[config.mk]
export PLATFORM = sky130hd
export DESIGN_NAME = lpw_wakeup_ctrl
export DESIGN_NICKNAME = d
export VERILOG_FILES = /design/src/shared/lpw_pkg.sv /design/src/logic/lpw_warmup_counter.sv /design/src/logic/lpw_wakeup_ctrl.sv
export SDC_FILE = /design/constraint.sdc
export NUM_CORES = 1
export LEC_CHECK = 0
export BUFFER_PORTS_ARGS = -buffer_cell sky130_fd_sc_hd__buf_2
export CORE_UTILIZATION = 25
export CTS_BUF_LIST = sky130_fd_sc_hd__clkbuf_2
export DETAILED_ROUTE_END_ITERATION = 10
export PLACE_DENSITY = 0.55
export SLEW_MARGIN = 10
export SYNTH_ARGS = -nofsm -noshare
export SYNTH_HDL_FRONTEND = slang
export SYNTH_SLANG_ARGS = --single-unit
[constraint.sdc]
create_clock -name core_clk_in -period 3 [get_ports core_clk_in]
set_input_delay 0.6 -clock core_clk_in [delete_from_list [all_inputs] [get_ports core_clk_in]]
set_output_delay 0.6 -clock core_clk_in [all_outputs]
set_load 0.05 [all_outputs]
[src/shared/lpw_pkg.sv]
// lpw_pkg: constants, register layout and types for the low-power wake-up and warm-up controller
// assumes a single 100 MHz core clock domain; nothing here holds state
package lpw_pkg;

   // ------------------------------------------------------------
   // register map, word addresses on the plain register port
   // ------------------------------------------------------------
   localparam logic [3:0] ADDR_STANDBY_CTRL  = 4'h0;
   localparam logic [3:0] ADDR_OSC_CTRL      = 4'h1;
   localparam logic [3:0] ADDR_WAKE_ENABLE   = 4'h2;
   localparam logic [3:0] ADDR_STATUS        = 4'h3;
   localparam logic [3:0] ADDR_SW_WARMUP     = 4'h4;

   // ------------------------------------------------------------
   // fields
   // ------------------------------------------------------------
   localparam int STBY_LSB        = 0;
   localparam int STBY_W          = 3;
   localparam int WARMUP_TIME_FIELD_LSB        = 0;
   localparam int WARMUP_TIME_FIELD_W          = 3;
   localparam int WARMUP_OSC_SELECT_BIT      = 4;
   localparam int HS_EN_BIT       = 8;
   localparam int LS_EN_BIT       = 9;
   localparam int SLOW_SEL_BIT    = 10;
   localparam int WAKE_W          = 5;
   localparam int SW_WARMUP_BIT   = 0;

   localparam logic [2:0] STBY_STOP  = 3'h1;
   localparam logic [2:0] STBY_SLEEP = 3'h2;
   localparam logic [2:0] STBY_IDLE  = 3'h3;

   localparam logic [2:0]  STBY_RESET  = 3'h0;
   localparam logic [2:0]  WARMUP_TIME_FIELD_RESET  = 3'h7;
   localparam logic [4:0]  WAKE_RESET  = 5'h00;

   // warm-up length: 2 ** (WARMUP_TIME_FIELD_BASE_LOG2 + field) oscillator cycles
   localparam int WARMUP_TIME_FIELD_BASE_LOG2 = 8;
   localparam int WCNT_W         = 16;

   // wake enable bits inside the wake-detection register (sleep/stop sources)
   localparam int WK_EXT    = 0;
   localparam int WK_CAL    = 1;
   localparam int WK_LINK   = 2;
   localparam int WK_REMOTE = 3;

   // ------------------------------------------------------------
   // types
   // ------------------------------------------------------------
   typedef enum logic [2:0] {
      LPW_RUN    = 3'b000,
      LPW_IDLE   = 3'b001,
      LPW_SLEEP  = 3'b011,
      LPW_STOP   = 3'b010,
      LPW_WARMUP = 3'b110,
      LPW_HANDLE = 3'b111
   } lpw_state_e;

   typedef struct packed {
      logic [3:0] addr;
      logic [31:0] wdata;
      logic wr;
      logic rd;
   } lpw_bus_s;

   // interrupt sources grouped by which modes they may release
   typedef struct packed {
      logic ext_irq;                    // external interrupt pins: all modes
      logic calendar_clock_irq;         // idle, sleep
      logic consumer_link_receive_irq;  // idle, sleep
      logic remote_receive_irq;         // idle, sleep
      logic timer_irq;                  // idle only
      logic capture_irq;
      logic serial_receive_irq;
      logic serial_transmit_irq;
      logic serial_bus_irq;
      logic converter_irq;
   } lpw_irq_s;

endpackage

[src/logic/lpw_warmup_counter.sv]
// lpw_warmup_counter: counts oscillator ticks up to a power-of-two limit
// assumes the tick strobes arrive already synchronised to the core clock
`timescale 1ns/1ps
`default_nettype none
module lpw_warmup_counter #(
   parameter int CNT_W = lpw_pkg::WCNT_W
) (
   // clock and reset
   input  wire logic             core_clk_in,
   input  wire logic             rst_in,
   // control
   input  wire logic             start_in,
   input  wire logic             tick_in,
   input  wire logic [2:0]       time_in,
   // result
   output logic                  done_out,
   output logic                  busy_out
);

   logic [CNT_W-1:0] cnt_q;
   logic [CNT_W-1:0] limit;
   logic             busy_q;
   logic             done_q;
   logic             at_end;

   assign limit  = CNT_W'((32'h1 << (lpw_pkg::WARMUP_TIME_FIELD_BASE_LOG2 + int'(time_in))) - 32'h1);
   assign at_end = busy_q && tick_in && (cnt_q == limit);

   always_ff @(posedge core_clk_in or posedge rst_in) begin
      if (rst_in) begin
         cnt_q  <= '0;
         busy_q <= 1'b0;
         done_q <= 1'b0;
      end else begin
         done_q <= at_end;
         if (start_in) begin
            cnt_q  <= '0;
            busy_q <= 1'b1;
         end else if (at_end) begin
            busy_q <= 1'b0;
         end else if (busy_q && tick_in) begin
            cnt_q  <= cnt_q + CNT_W'(1);
         end
      end
   end

   assign done_out = done_q;
   assign busy_out = busy_q;

endmodule // lpw_warmup_counter
`default_nettype wire

[src/logic/lpw_wakeup_ctrl.sv]
// lpw_wakeup_ctrl: low-power mode entry, wake-source qualification and warm-up gating
// assumes core software drives the register port; pins and oscillator ticks are asynchronous
`timescale 1ns/1ps
`default_nettype none
module lpw_wakeup_ctrl (
   // clock and reset
   input  wire logic                core_clk_in,
   input  wire logic                rst_in,
   // register port
   input  wire logic [3:0]          reg_addr_in,
   input  wire logic [31:0]         reg_wdata_in,
   input  wire logic                reg_wr_in,
   input  wire logic                reg_rd_in,
   output logic      [31:0]         reg_rdata_out,
   // core handshake
   input  wire logic                standby_req_in,
   // asynchronous wake sources
   input  wire lpw_pkg::lpw_irq_s   irq_in,
   input  wire logic                watchdog_nmi_request_in,
   input  wire logic                nmi_pin_in,
   // oscillator ticks, asynchronous
   input  wire logic                hs_osc_tick_in,
   input  wire logic                ls_osc_tick_in,
   // outputs
   output logic                     sys_clk_enable_out,
   output logic                     core_halt_out,
   output logic                     wake_irq_out,
   output logic                     wake_nmi_out,
   output logic                     hs_osc_enable_out,
   output logic                     ls_osc_enable_out,
   output logic                     pll_enable_out,
   output logic                     slow_mode_out
);

   // ------------------------------------------------------------
   // registers
   // ------------------------------------------------------------
   lpw_pkg::lpw_state_e state_q, state_d;
   logic [2:0]  standby_field_q;
   logic [2:0]  warmup_time_field_q;
   logic        warmup_osc_select_q;
   logic        hs_en_q;
   logic        ls_en_q;
   logic        slow_q;
   logic        slow_before_q;
   logic [lpw_pkg::WAKE_W-1:0] wake_en_q;
   logic [31:0] rdata_q;
   logic        wake_irq_q;
   logic        wake_nmi_q;
   logic        sw_warm_q;

   // ------------------------------------------------------------
   // synchronisers
   // ------------------------------------------------------------
   localparam int NSYNC = $bits(lpw_pkg::lpw_irq_s) + 4;
   logic [NSYNC-1:0] sync1_q, sync2_q;
   logic [1:0]       tick_prev_q;

   always_ff @(posedge core_clk_in or posedge rst_in) begin
      if (rst_in) begin
         sync1_q     <= '0;
         sync2_q     <= '0;
         tick_prev_q <= '0;
      end else begin
         sync1_q     <= {irq_in, watchdog_nmi_request_in, nmi_pin_in, hs_osc_tick_in, ls_osc_tick_in};
         sync2_q     <= sync1_q;
         tick_prev_q <= sync2_q[1:0];
      end
   end

   lpw_pkg::lpw_irq_s irq_s;
   wire wdt_s  = sync2_q[3];
   wire nmi_s  = sync2_q[2];
   assign irq_s = lpw_pkg::lpw_irq_s'(sync2_q[NSYNC-1:4]);

   // rising edges of the synchronised oscillator ticks
   wire hs_tick = sync2_q[1] && !tick_prev_q[1];
   wire ls_tick = sync2_q[0] && !tick_prev_q[0];

   // ------------------------------------------------------------
   // wake qualification
   // ------------------------------------------------------------
   wire periph_any = irq_s.timer_irq | irq_s.capture_irq | irq_s.serial_receive_irq
                   | irq_s.serial_transmit_irq | irq_s.serial_bus_irq | irq_s.converter_irq;
   wire all_irq    = periph_any | irq_s.ext_irq | irq_s.calendar_clock_irq
                   | irq_s.consumer_link_receive_irq | irq_s.remote_receive_irq;
   wire sleep_irq  = (irq_s.ext_irq & wake_en_q[lpw_pkg::WK_EXT])
                   | (irq_s.calendar_clock_irq & wake_en_q[lpw_pkg::WK_CAL])
                   | (irq_s.consumer_link_receive_irq & wake_en_q[lpw_pkg::WK_LINK])
                   | (irq_s.remote_receive_irq & wake_en_q[lpw_pkg::WK_REMOTE]);
   wire stop_irq   = irq_s.ext_irq & wake_en_q[lpw_pkg::WK_EXT];

   wire idle_wake_irq  = all_irq;
   wire idle_wake_nmi  = wdt_s | nmi_s;
   wire deep_wake_nmi  = nmi_s;

   // ------------------------------------------------------------
   // warm-up counter
   // ------------------------------------------------------------
   logic warm_start;
   logic warm_done;
   logic warm_busy;
   wire  warm_tick = warmup_osc_select_q ? ls_tick : hs_tick;

   lpw_warmup_counter #(
      .CNT_W (lpw_pkg::WCNT_W)
   ) u_warm (
      .core_clk_in (core_clk_in),
      .rst_in      (rst_in),
      .start_in    (warm_start),
      .tick_in     (warm_tick),
      .time_in     (warmup_time_field_q),
      .done_out    (warm_done),
      .busy_out    (warm_busy)
   );

   // ------------------------------------------------------------
   // mode sequencing
   // ------------------------------------------------------------
   // standby field decode
   wire ent_stop  = standby_field_q == lpw_pkg::STBY_STOP;
   wire ent_sleep = standby_field_q == lpw_pkg::STBY_SLEEP;
   wire ent_idle  = standby_field_q == lpw_pkg::STBY_IDLE;

   logic wake_now;
   logic wake_is_nmi;
   logic auto_warm;

   always_comb begin
      state_d     = state_q;
      wake_now    = 1'b0;
      wake_is_nmi = 1'b0;
      auto_warm   = 1'b0;
      case (state_q)
         lpw_pkg::LPW_RUN: begin
            if (standby_req_in && ent_idle) begin
               state_d = lpw_pkg::LPW_IDLE;
            end else if (standby_req_in && ent_sleep) begin
               state_d = lpw_pkg::LPW_SLEEP;
            end else if (standby_req_in && ent_stop) begin
               state_d = lpw_pkg::LPW_STOP;
            end
         end
         lpw_pkg::LPW_IDLE: begin
            wake_now    = idle_wake_irq | idle_wake_nmi;
            wake_is_nmi = idle_wake_nmi;
         end
         lpw_pkg::LPW_SLEEP: begin
            wake_now    = sleep_irq | deep_wake_nmi;
            wake_is_nmi = deep_wake_nmi;
            auto_warm   = !slow_before_q;
         end
         lpw_pkg::LPW_STOP: begin
            wake_now    = stop_irq | deep_wake_nmi;
            wake_is_nmi = deep_wake_nmi;
            auto_warm   = 1'b1;
         end
         lpw_pkg::LPW_WARMUP: begin
            if (warm_done) begin
               state_d = lpw_pkg::LPW_HANDLE;
            end
         end
         lpw_pkg::LPW_HANDLE: begin
            state_d = lpw_pkg::LPW_RUN;
         end
         default: begin
            state_d = lpw_pkg::LPW_RUN;
         end
      endcase
      if (wake_now) begin
         state_d = auto_warm ? lpw_pkg::LPW_WARMUP : lpw_pkg::LPW_HANDLE;
      end
   end

   assign warm_start = (wake_now && auto_warm) || sw_warm_q;

   // ------------------------------------------------------------
   // register port decode
   // ------------------------------------------------------------
   wire wr_stby = reg_wr_in && (reg_addr_in == lpw_pkg::ADDR_STANDBY_CTRL);
   wire wr_osc  = reg_wr_in && (reg_addr_in == lpw_pkg::ADDR_OSC_CTRL);
   wire wr_wake = reg_wr_in && (reg_addr_in == lpw_pkg::ADDR_WAKE_ENABLE);
   wire wr_swu  = reg_wr_in && (reg_addr_in == lpw_pkg::ADDR_SW_WARMUP)
                && reg_wdata_in[lpw_pkg::SW_WARMUP_BIT];

   wire [31:0] osc_word = {21'h0, slow_q, ls_en_q, hs_en_q, 3'h0, warmup_osc_select_q, 1'b0, warmup_time_field_q};
   wire [31:0] stat_word = {24'h0, warm_busy, slow_before_q, 3'h0, state_q};
   logic [31:0] rd_mux;
   always_comb begin
      case (reg_addr_in)
         lpw_pkg::ADDR_STANDBY_CTRL: rd_mux = {29'h0, standby_field_q};
         lpw_pkg::ADDR_OSC_CTRL:     rd_mux = osc_word;
         lpw_pkg::ADDR_WAKE_ENABLE:  rd_mux = {27'h0, wake_en_q};
         lpw_pkg::ADDR_STATUS:       rd_mux = stat_word;
         default:                    rd_mux = 32'h0;
      endcase
   end

   // ------------------------------------------------------------
   // state and register updates
   // ------------------------------------------------------------
   // reset returns to normal
   always_ff @(posedge core_clk_in or posedge rst_in) begin
      if (rst_in) begin
         state_q             <= lpw_pkg::LPW_RUN;
         standby_field_q     <= lpw_pkg::STBY_RESET;
         warmup_time_field_q <= lpw_pkg::WARMUP_TIME_FIELD_RESET;
         warmup_osc_select_q <= 1'b0;
         hs_en_q             <= 1'b1;
         ls_en_q             <= 1'b1;
         slow_q              <= 1'b0;
         slow_before_q       <= 1'b0;
         wake_en_q           <= lpw_pkg::WAKE_RESET;
         rdata_q             <= 32'h0;
         sw_warm_q           <= 1'b0;
      end else begin
         state_q   <= state_d;
         rdata_q   <= reg_rd_in ? rd_mux : 32'h0;
         sw_warm_q <= wr_swu;
         if (wr_stby) begin
            standby_field_q <= reg_wdata_in[lpw_pkg::STBY_LSB +: lpw_pkg::STBY_W];
         end
         if (wr_osc) begin
            warmup_time_field_q <= reg_wdata_in[lpw_pkg::WARMUP_TIME_FIELD_LSB +: lpw_pkg::WARMUP_TIME_FIELD_W];
            warmup_osc_select_q <= reg_wdata_in[lpw_pkg::WARMUP_OSC_SELECT_BIT];
            hs_en_q             <= reg_wdata_in[lpw_pkg::HS_EN_BIT];
            ls_en_q             <= reg_wdata_in[lpw_pkg::LS_EN_BIT];
            slow_q              <= reg_wdata_in[lpw_pkg::SLOW_SEL_BIT];
         end
         if (wr_wake) begin
            wake_en_q <= reg_wdata_in[lpw_pkg::WAKE_W-1:0];
         end
         if (state_q == lpw_pkg::LPW_RUN && state_d != lpw_pkg::LPW_RUN) begin
            slow_before_q <= slow_q;
         end
      end
   end

   // ------------------------------------------------------------
   // outputs
   // ------------------------------------------------------------
   wire deep_d = (state_d == lpw_pkg::LPW_SLEEP) || (state_d == lpw_pkg::LPW_STOP)
               || (state_d == lpw_pkg::LPW_WARMUP);
   wire stop_d = (state_d == lpw_pkg::LPW_STOP);
   wire run_d  = (state_d == lpw_pkg::LPW_RUN) || (state_d == lpw_pkg::LPW_HANDLE);

   always_ff @(posedge core_clk_in or posedge rst_in) begin
      if (rst_in) begin
         sys_clk_enable_out <= 1'b1;
         core_halt_out      <= 1'b0;
         wake_irq_out       <= 1'b0;
         wake_nmi_out       <= 1'b0;
         hs_osc_enable_out  <= 1'b1;
         ls_osc_enable_out  <= 1'b1;
         pll_enable_out     <= 1'b1;
         slow_mode_out      <= 1'b0;
         wake_irq_q         <= 1'b0;
         wake_nmi_q         <= 1'b0;
      end else begin
         wake_irq_q         <= wake_now && !wake_is_nmi ? 1'b1 : (state_d == lpw_pkg::LPW_RUN ? 1'b0 : wake_irq_q);
         wake_nmi_q         <= wake_now && wake_is_nmi ? 1'b1 : (state_d == lpw_pkg::LPW_RUN ? 1'b0 : wake_nmi_q);
         wake_irq_out       <= (state_d == lpw_pkg::LPW_HANDLE) && (wake_irq_q || (wake_now && !wake_is_nmi));
         wake_nmi_out       <= (state_d == lpw_pkg::LPW_HANDLE) && (wake_nmi_q || (wake_now && wake_is_nmi));
         sys_clk_enable_out <= run_d || (state_d == lpw_pkg::LPW_IDLE);
         core_halt_out      <= !run_d;
         ls_osc_enable_out  <= ls_en_q && !stop_d;
         hs_osc_enable_out  <= hs_en_q && !((state_d == lpw_pkg::LPW_SLEEP) || stop_d)
                            && !(run_d && slow_q && !hs_en_q);
         pll_enable_out     <= hs_en_q && !((state_d == lpw_pkg::LPW_SLEEP) || stop_d) && !slow_q;
         // return to prior mode; slow_before_q is stale on the entry edge
         slow_mode_out      <= (deep_d && (state_q != lpw_pkg::LPW_RUN)) ? slow_before_q : slow_q;
      end
   end

   assign reg_rdata_out = rdata_q;

endmodule // lpw_wakeup_ctrl
`default_nettype wire

# Word-level counts from Yosys, hierarchy flattened
# Cells that the tools add are included.
# op_classes
n_reduce_logical	54
n_addsub	3
bitwise_logic	20
eq_ne	18
n_shift	1
n_mux	22
# op_table
cell	n
$mux W16	3
$pmux W11 S4	1
$mux W32	1
$shl A1 B32 Y16 const A	1
$logic_and A1 B1 Y1	25
$eq A3 B2 Y1 const B	6
$add A16 B1 Y16 const B	1
$eq A16 B16 Y1	1
$or A1 B1 Y1	16
$sub A16 B1 Y16 const B	1
$mux W3	5
$logic_not A1 Y1	10
$eq A3 B1 Y1 const B	3
$eq A3 B3 Y1 const B	3
$pmux W3 S3	1
$eq A4 B2 Y1 const B	2
$mux W1	8
$reduce_bool A2 Y1	4
$logic_or A1 B1 Y1	7
$logic_not A3 Y1	2
$reduce_bool A3 Y1	2
$add A4 B3 Y5 const A	1
$and A1 B1 Y1	4
$eq A4 B1 Y1 const B	1
other kinds (8)	9
# word_totals
inputBits	55
elab_cells	145
out_inout_bits	40
register_bits	110

# Logic depth before layout (Yosys ltp)
# depth
ltp_word	18
mapped_depth	8
depth_no_buf	6

# By module
# Synthesis repeated with hierarchy kept, for this count alone.
# hier_totals
hier_cells	330
hier_area_um2	3953.8
# by_module_without_submodules
mod	cells_each	seq_area_each_um2	area_each_um2	instances
lpw_wakeup_ctrl	196	1762.9	2695.1	1
lpw_warmup_counter	134	450.4	1258.7	1

# Worst setup path after synthesis
# Ideal clock, no wire load.
# synth_timing
kind	register -> register
from	register u_warm.cnt_q[3]
to	register u_warm.cnt_q[5]
setup_time_ps	66
stages_incl_launch_ff	8
path_buffers	1
period_less_slack_ps	1906
required_time_ps	2934
arrival_time_ps	1840
setup_slack_ps	1094
path_cell_list	dfrtp_1 > and3_4 > and3_4 > and3_4 > a41o_1 > buf_6 > or4_1 > nand2_1
# synth_between
elab_chain_len	4
elab_cells_between_ends	8
classes_between	1 x add/sub; 2 x eq/ne; 3 x mux; 2 x reduce/logical
# synth_rtl
item	line_no	text
start: declaration	lpw_warmup_counter.sv:20	logic [CNT_W-1:0] cnt_q;
start signal: assignment	lpw_warmup_counter.sv:42	cnt_q <= cnt_q + CNT_W'(1);
$add A16 B1 Y16 / $eq A16 B16 Y1 (equally long branches)	lpw_warmup_counter.sv:42, lpw_warmup_counter.sv:27	
$mux W16 / $logic_and A1 B1 Y1 (equally long branches)	lpw_warmup_counter.sv:41, lpw_warmup_counter.sv:27	
$mux W16 / $ne A2 B1 Y1 (equally long branches)	--	
$mux W16 / $reduce_and A2 Y1 (equally long branches)	--	
# Parallel ways exist; a longest one is shown, timed or not. The select of a mux whose other input is x is not followed.
# A chain may end at the register's enable or synchronous reset.

# Worst setup path after layout
# layout_timing
from	register warmup_time_field_q[1]
to	register u_warm.cnt_q[14]
# layout_between
elab_chain_len	7
# layout_rtl
item	line_no	text
start: declaration	lpw_wakeup_ctrl.sv:40	logic [2:0] warmup_time_field_q;
start signal: assignment	lpw_wakeup_ctrl.sv:207	warmup_time_field_q <= lpw_pkg::WARMUP_TIME_FIELD_RESET;
start signal: assignment	lpw_wakeup_ctrl.sv:224	warmup_time_field_q <= reg_wdata_in[lpw_pkg::WARMUP_TIME_FIELD_LSB +: lpw_pkg::WARMUP_TIME_FIELD_W];
$add A4 B3 Y5	lpw_warmup_counter.sv:26	assign limit = CNT_W'((32'h1 << (lpw_pkg::WARMUP_TIME_FIELD_BASE_LOG2 + int'(time_in))) - 32'h1);
$shl A1 B32 Y16	lpw_warmup_counter.sv:26	
$sub A16 B1 Y16	lpw_warmup_counter.sv:26	
$eq A16 B16 Y1	lpw_warmup_counter.sv:27	assign at_end = busy_q && tick_in && (cnt_q == limit);
$logic_and A1 B1 Y1	lpw_warmup_counter.sv:27	
$ne A2 B1 Y1 (no source line)	--	
$reduce_and A2 Y1 (no source line)	--	
# Every way passes these cells.

==> impl_metrics.tcl <==
set metrics [dict create \
    syn-cell-area_um2 3700 \
    holdBufCountCts 0 \
    design_area_um2 4232 \
    tritoncts "built" \
    fin_hold_ws_ns 0.08109 \
    fin_worst_skew_ns 0.03943 \
    worst_slack_ns 0.7277 \
    end_kind "flip-flop" \
    synth_cells 314 \
    cp.arrival_ns 2.80 \
    wl_per_cell_um 13.36 \
    overflow 0 \
    grt-busiest-layer "met2" \
    syn_to_final_growth_pct 14.37 \
    met2_usage_pct 15.17 \
    syn_area_per_cell_um2 11.78 \
    vias_per_cell 4.417 \
    final_util_pct 29.23 \
    yosysWarningCount 0 \
    cp_max_fo 23 \
    start_util_pct 25.55 \
    setup_viol 0 \
    design.core.area_um2 14480 \
    max_freq_mhz 440.1 \
    drive_above_1_share_pct 26.54 \
    tns_ns 0 \
    antenna_found_initial 1 \
    worstMarginPinSlew_ns 0.7419 \
    grt_pass1_vias 2358 \
    die_area_um2 15290 \
    drtIter0Drc 154 \
    die_w_um 123.7 \
    maxCapViolations 0 \
    min_path_type "primary input to async pin" \
    dp_hpwl_mm 5.452 \
    synth_most_common_cell "dfrtp_1" \
    globalRouteMet3Util_pct 3.068 \
    port_buffers 48 \
    worstPathRequired_ns 3.52 \
    hold_violations 0 \
    cp-start-kind "flip-flop" \
    synth_enable_flop_cells 0 \
    p_leak_nw 1.934 \
    slowest_stage "dfstp_2" \
    cts-resized-gates 0 \
    use_met1_pct 14.57 \
    grt_use_total_pct 10.72 \
    ir_drop_v 0.0002410 \
    die_h_um 123.7 \
    rsz0062_at_grt "false" \
    status "completed" \
    place_ws_ns 0.8181 \
    cp_cell_sequence "nand2b_1, a31oi_1, nor3_1, a41o_1, or4_1, a21oi_1" \
    nNetsFinal 424 \
    yosys.area.top_type "dfrtp_1" \
    powerDensity_nw_per_um2 741.8 \
    vias 2469 \
    yosysSeqAreaShare_pct 59.82 \
    dpl_cell_area_um2 4080 \
    cpPeakStageDelay_ns 0.67 \
    min_period_ns 2.272 \
    clock_latency_ns 0.60 \
    gp_routability_congestion 0.8437 \
    drc 0 \
    critPathKind "flip-flop to flip-flop" \
    ys_ff_latch 88 \
    clock_sink_count 88 \
    rows 44 \
    synth_cell_types 48 \
    drtPass1Iterations 5 \
    ys_async_sr_fraction_pct 100.0 \
    post_cts_buffers 0 \
    synth_area_leaders "dfrtp_1 (53%), dfstp_2 (6.4%), mux2_2 (5.2%)" \
    drv_slew 0 \
    cts_buffer_depth 2 \
    synth_top_area_share_pct 53.43 \
    post-route-period-util_pct 75.74 \
    cts_root_buf "clkbuf_2" \
    postRouteAntennaNets 0 \
    synth_ff_type "dfrtp_1" \
    cts_made_buffers 9 \
    drt_wl_total_mm 7.471 \
    path_clk_slew_ns 0.28 \
    ios 95 \
    h-tree-depth 3 \
    slew_headroom_pct 50.48 \
    synthTopCellsByCount "dfrtp_1 (79), buf_4 (22), a21oi_1 (19)" \
    grt_max_degree 47 \
    grt_pass1_wl_mm 12.07 \
]
==> path summary, 6_finish.rpt <==
| check | cells after the start | slack, ns | end | startpoint |
|---|---|---|---|---|
| worst max-delay path | 6 | 0.73 | u_warm.cnt_q[14] | warmup_time_field_q[1] |
| worst min-delay path | 2 | 0.08 | sync2_q[13] | rst_in |
| worst max register to register | 6 | 0.73 | u_warm.cnt_q[14] | warmup_time_field_q[1] |
| worst min register to register | 0 | 0.38 | sync2_q[2] | sync1_q[2] |
| max in group asynchronous | 3 | 2.17 | warmup_time_field_q[0] | rst_in |
| min in group core_clk_in | 1 | 0.10 | sync1_q[5] | irq_in[1] |
==> state kept, by name (all words and copies together) (netlist names), 2 cells and up <==
register             flops
u_warm.cnt_q            16
sync1_q                 14
sync2_q                 14
reg_rdata_out           10
wake_en_q                5
standby_field_q          3
state_q                  3
warmup_time_field_q      3
tick_prev_q              2
==> critical path: cells and delay by family (launching register included) <==
family             cells  cell delay (ns)
DFF                    1             0.67
AOI/OAI and AO/OA      3             0.81
and+or+nand+nor        3             0.72
==> per-stage QoR <==
step / total power, mW / cells
after CTS: 3.180 / 557
after global routing: 3.337 / 558
after detailed placement: 2.449 / 541
after floorplan: 2.238 / 335
after global placement: 2.429 / 541
final: 3.139 / 559
==> power by group <==
group / leakage [nW] / total, mW / switching (mW) / internal, mW
combinational: 0.760 / 0.888 / 0.593 / 0.295
sequential: 1.09 / 1.53 / 0.140 / 1.39
clock: 0.0865 / 0.724 / 0.438 / 0.287
==> layout make-up <==
| type | instances | area (um^2) |
|---|---|---|
| Fill cell | 1473 | 10250 |
| Sequential cell | 88 | 2213 |
| Multi-Input combinational cell | 206 | 1319 |
| Timing Repair Buffer | 50 | 267.8 |
| Tap cell | 184 | 230.2 |
| Clock inverter | 7 | 101.3 |
| Inverter | 13 | 50.05 |
| Clock buffer | 9 | 45.04 |
| Antenna cell | 2 | 5.005 |
==> logic make-up (layout without fill, tap and decap cells) <==
group / after synthesis / count (layout) / share of synthesized area (%)
xor gates and xnor gates: 3 / 3 / 0.7103
other: 1 / 24 / 0.1014
buffers and inverters: 41 / 79 / 6.662
and+or+nand+nor: 105 / 105 / 15.83
adders and majority gates: 1 / 1 / 0.3381
DFF: 88 / 88 / 59.82
muxes: 21 / 21 / 7.271
AOI/OAI and AO/OA: 54 / 54 / 9.267
==> metal layers <==
layer,share of wire (%),vias to the layer above
met4,2.3,0
met2,42,96
li1,-,1193
met1,48,1169
met3,7.3,11
met5,0,-
==> cell usage in the layout, fill, tap and decap left out, types with 2 or more instances in the layout <==
cell	n
a21oi_1	19
mux2_2	17
and3_1	7
xnor2_1	2
nand3_1	13
nor4_1	6
a41oi_1	3
nor2_1	18
mux4_2	3
dfstp_2	9
nand4_1	4
o22ai_1	3
clkbuf_2	9
and4_1	4
o21ai_0	9
nand2_1	18
diode_2	2
and3_4	3
nor2b_1	5
o211ai_1	3
nand2b_1	5
o31ai_1	4
inv_6	2
or4_1	5
nor3_1	3
conb_1	22
o21a_1	4
bufinv_16	2
dfrtp_1	79
inv_1	12
buf_2	48
or3_1	8
and2_1	2
Power figures use the tool's default switching activity.
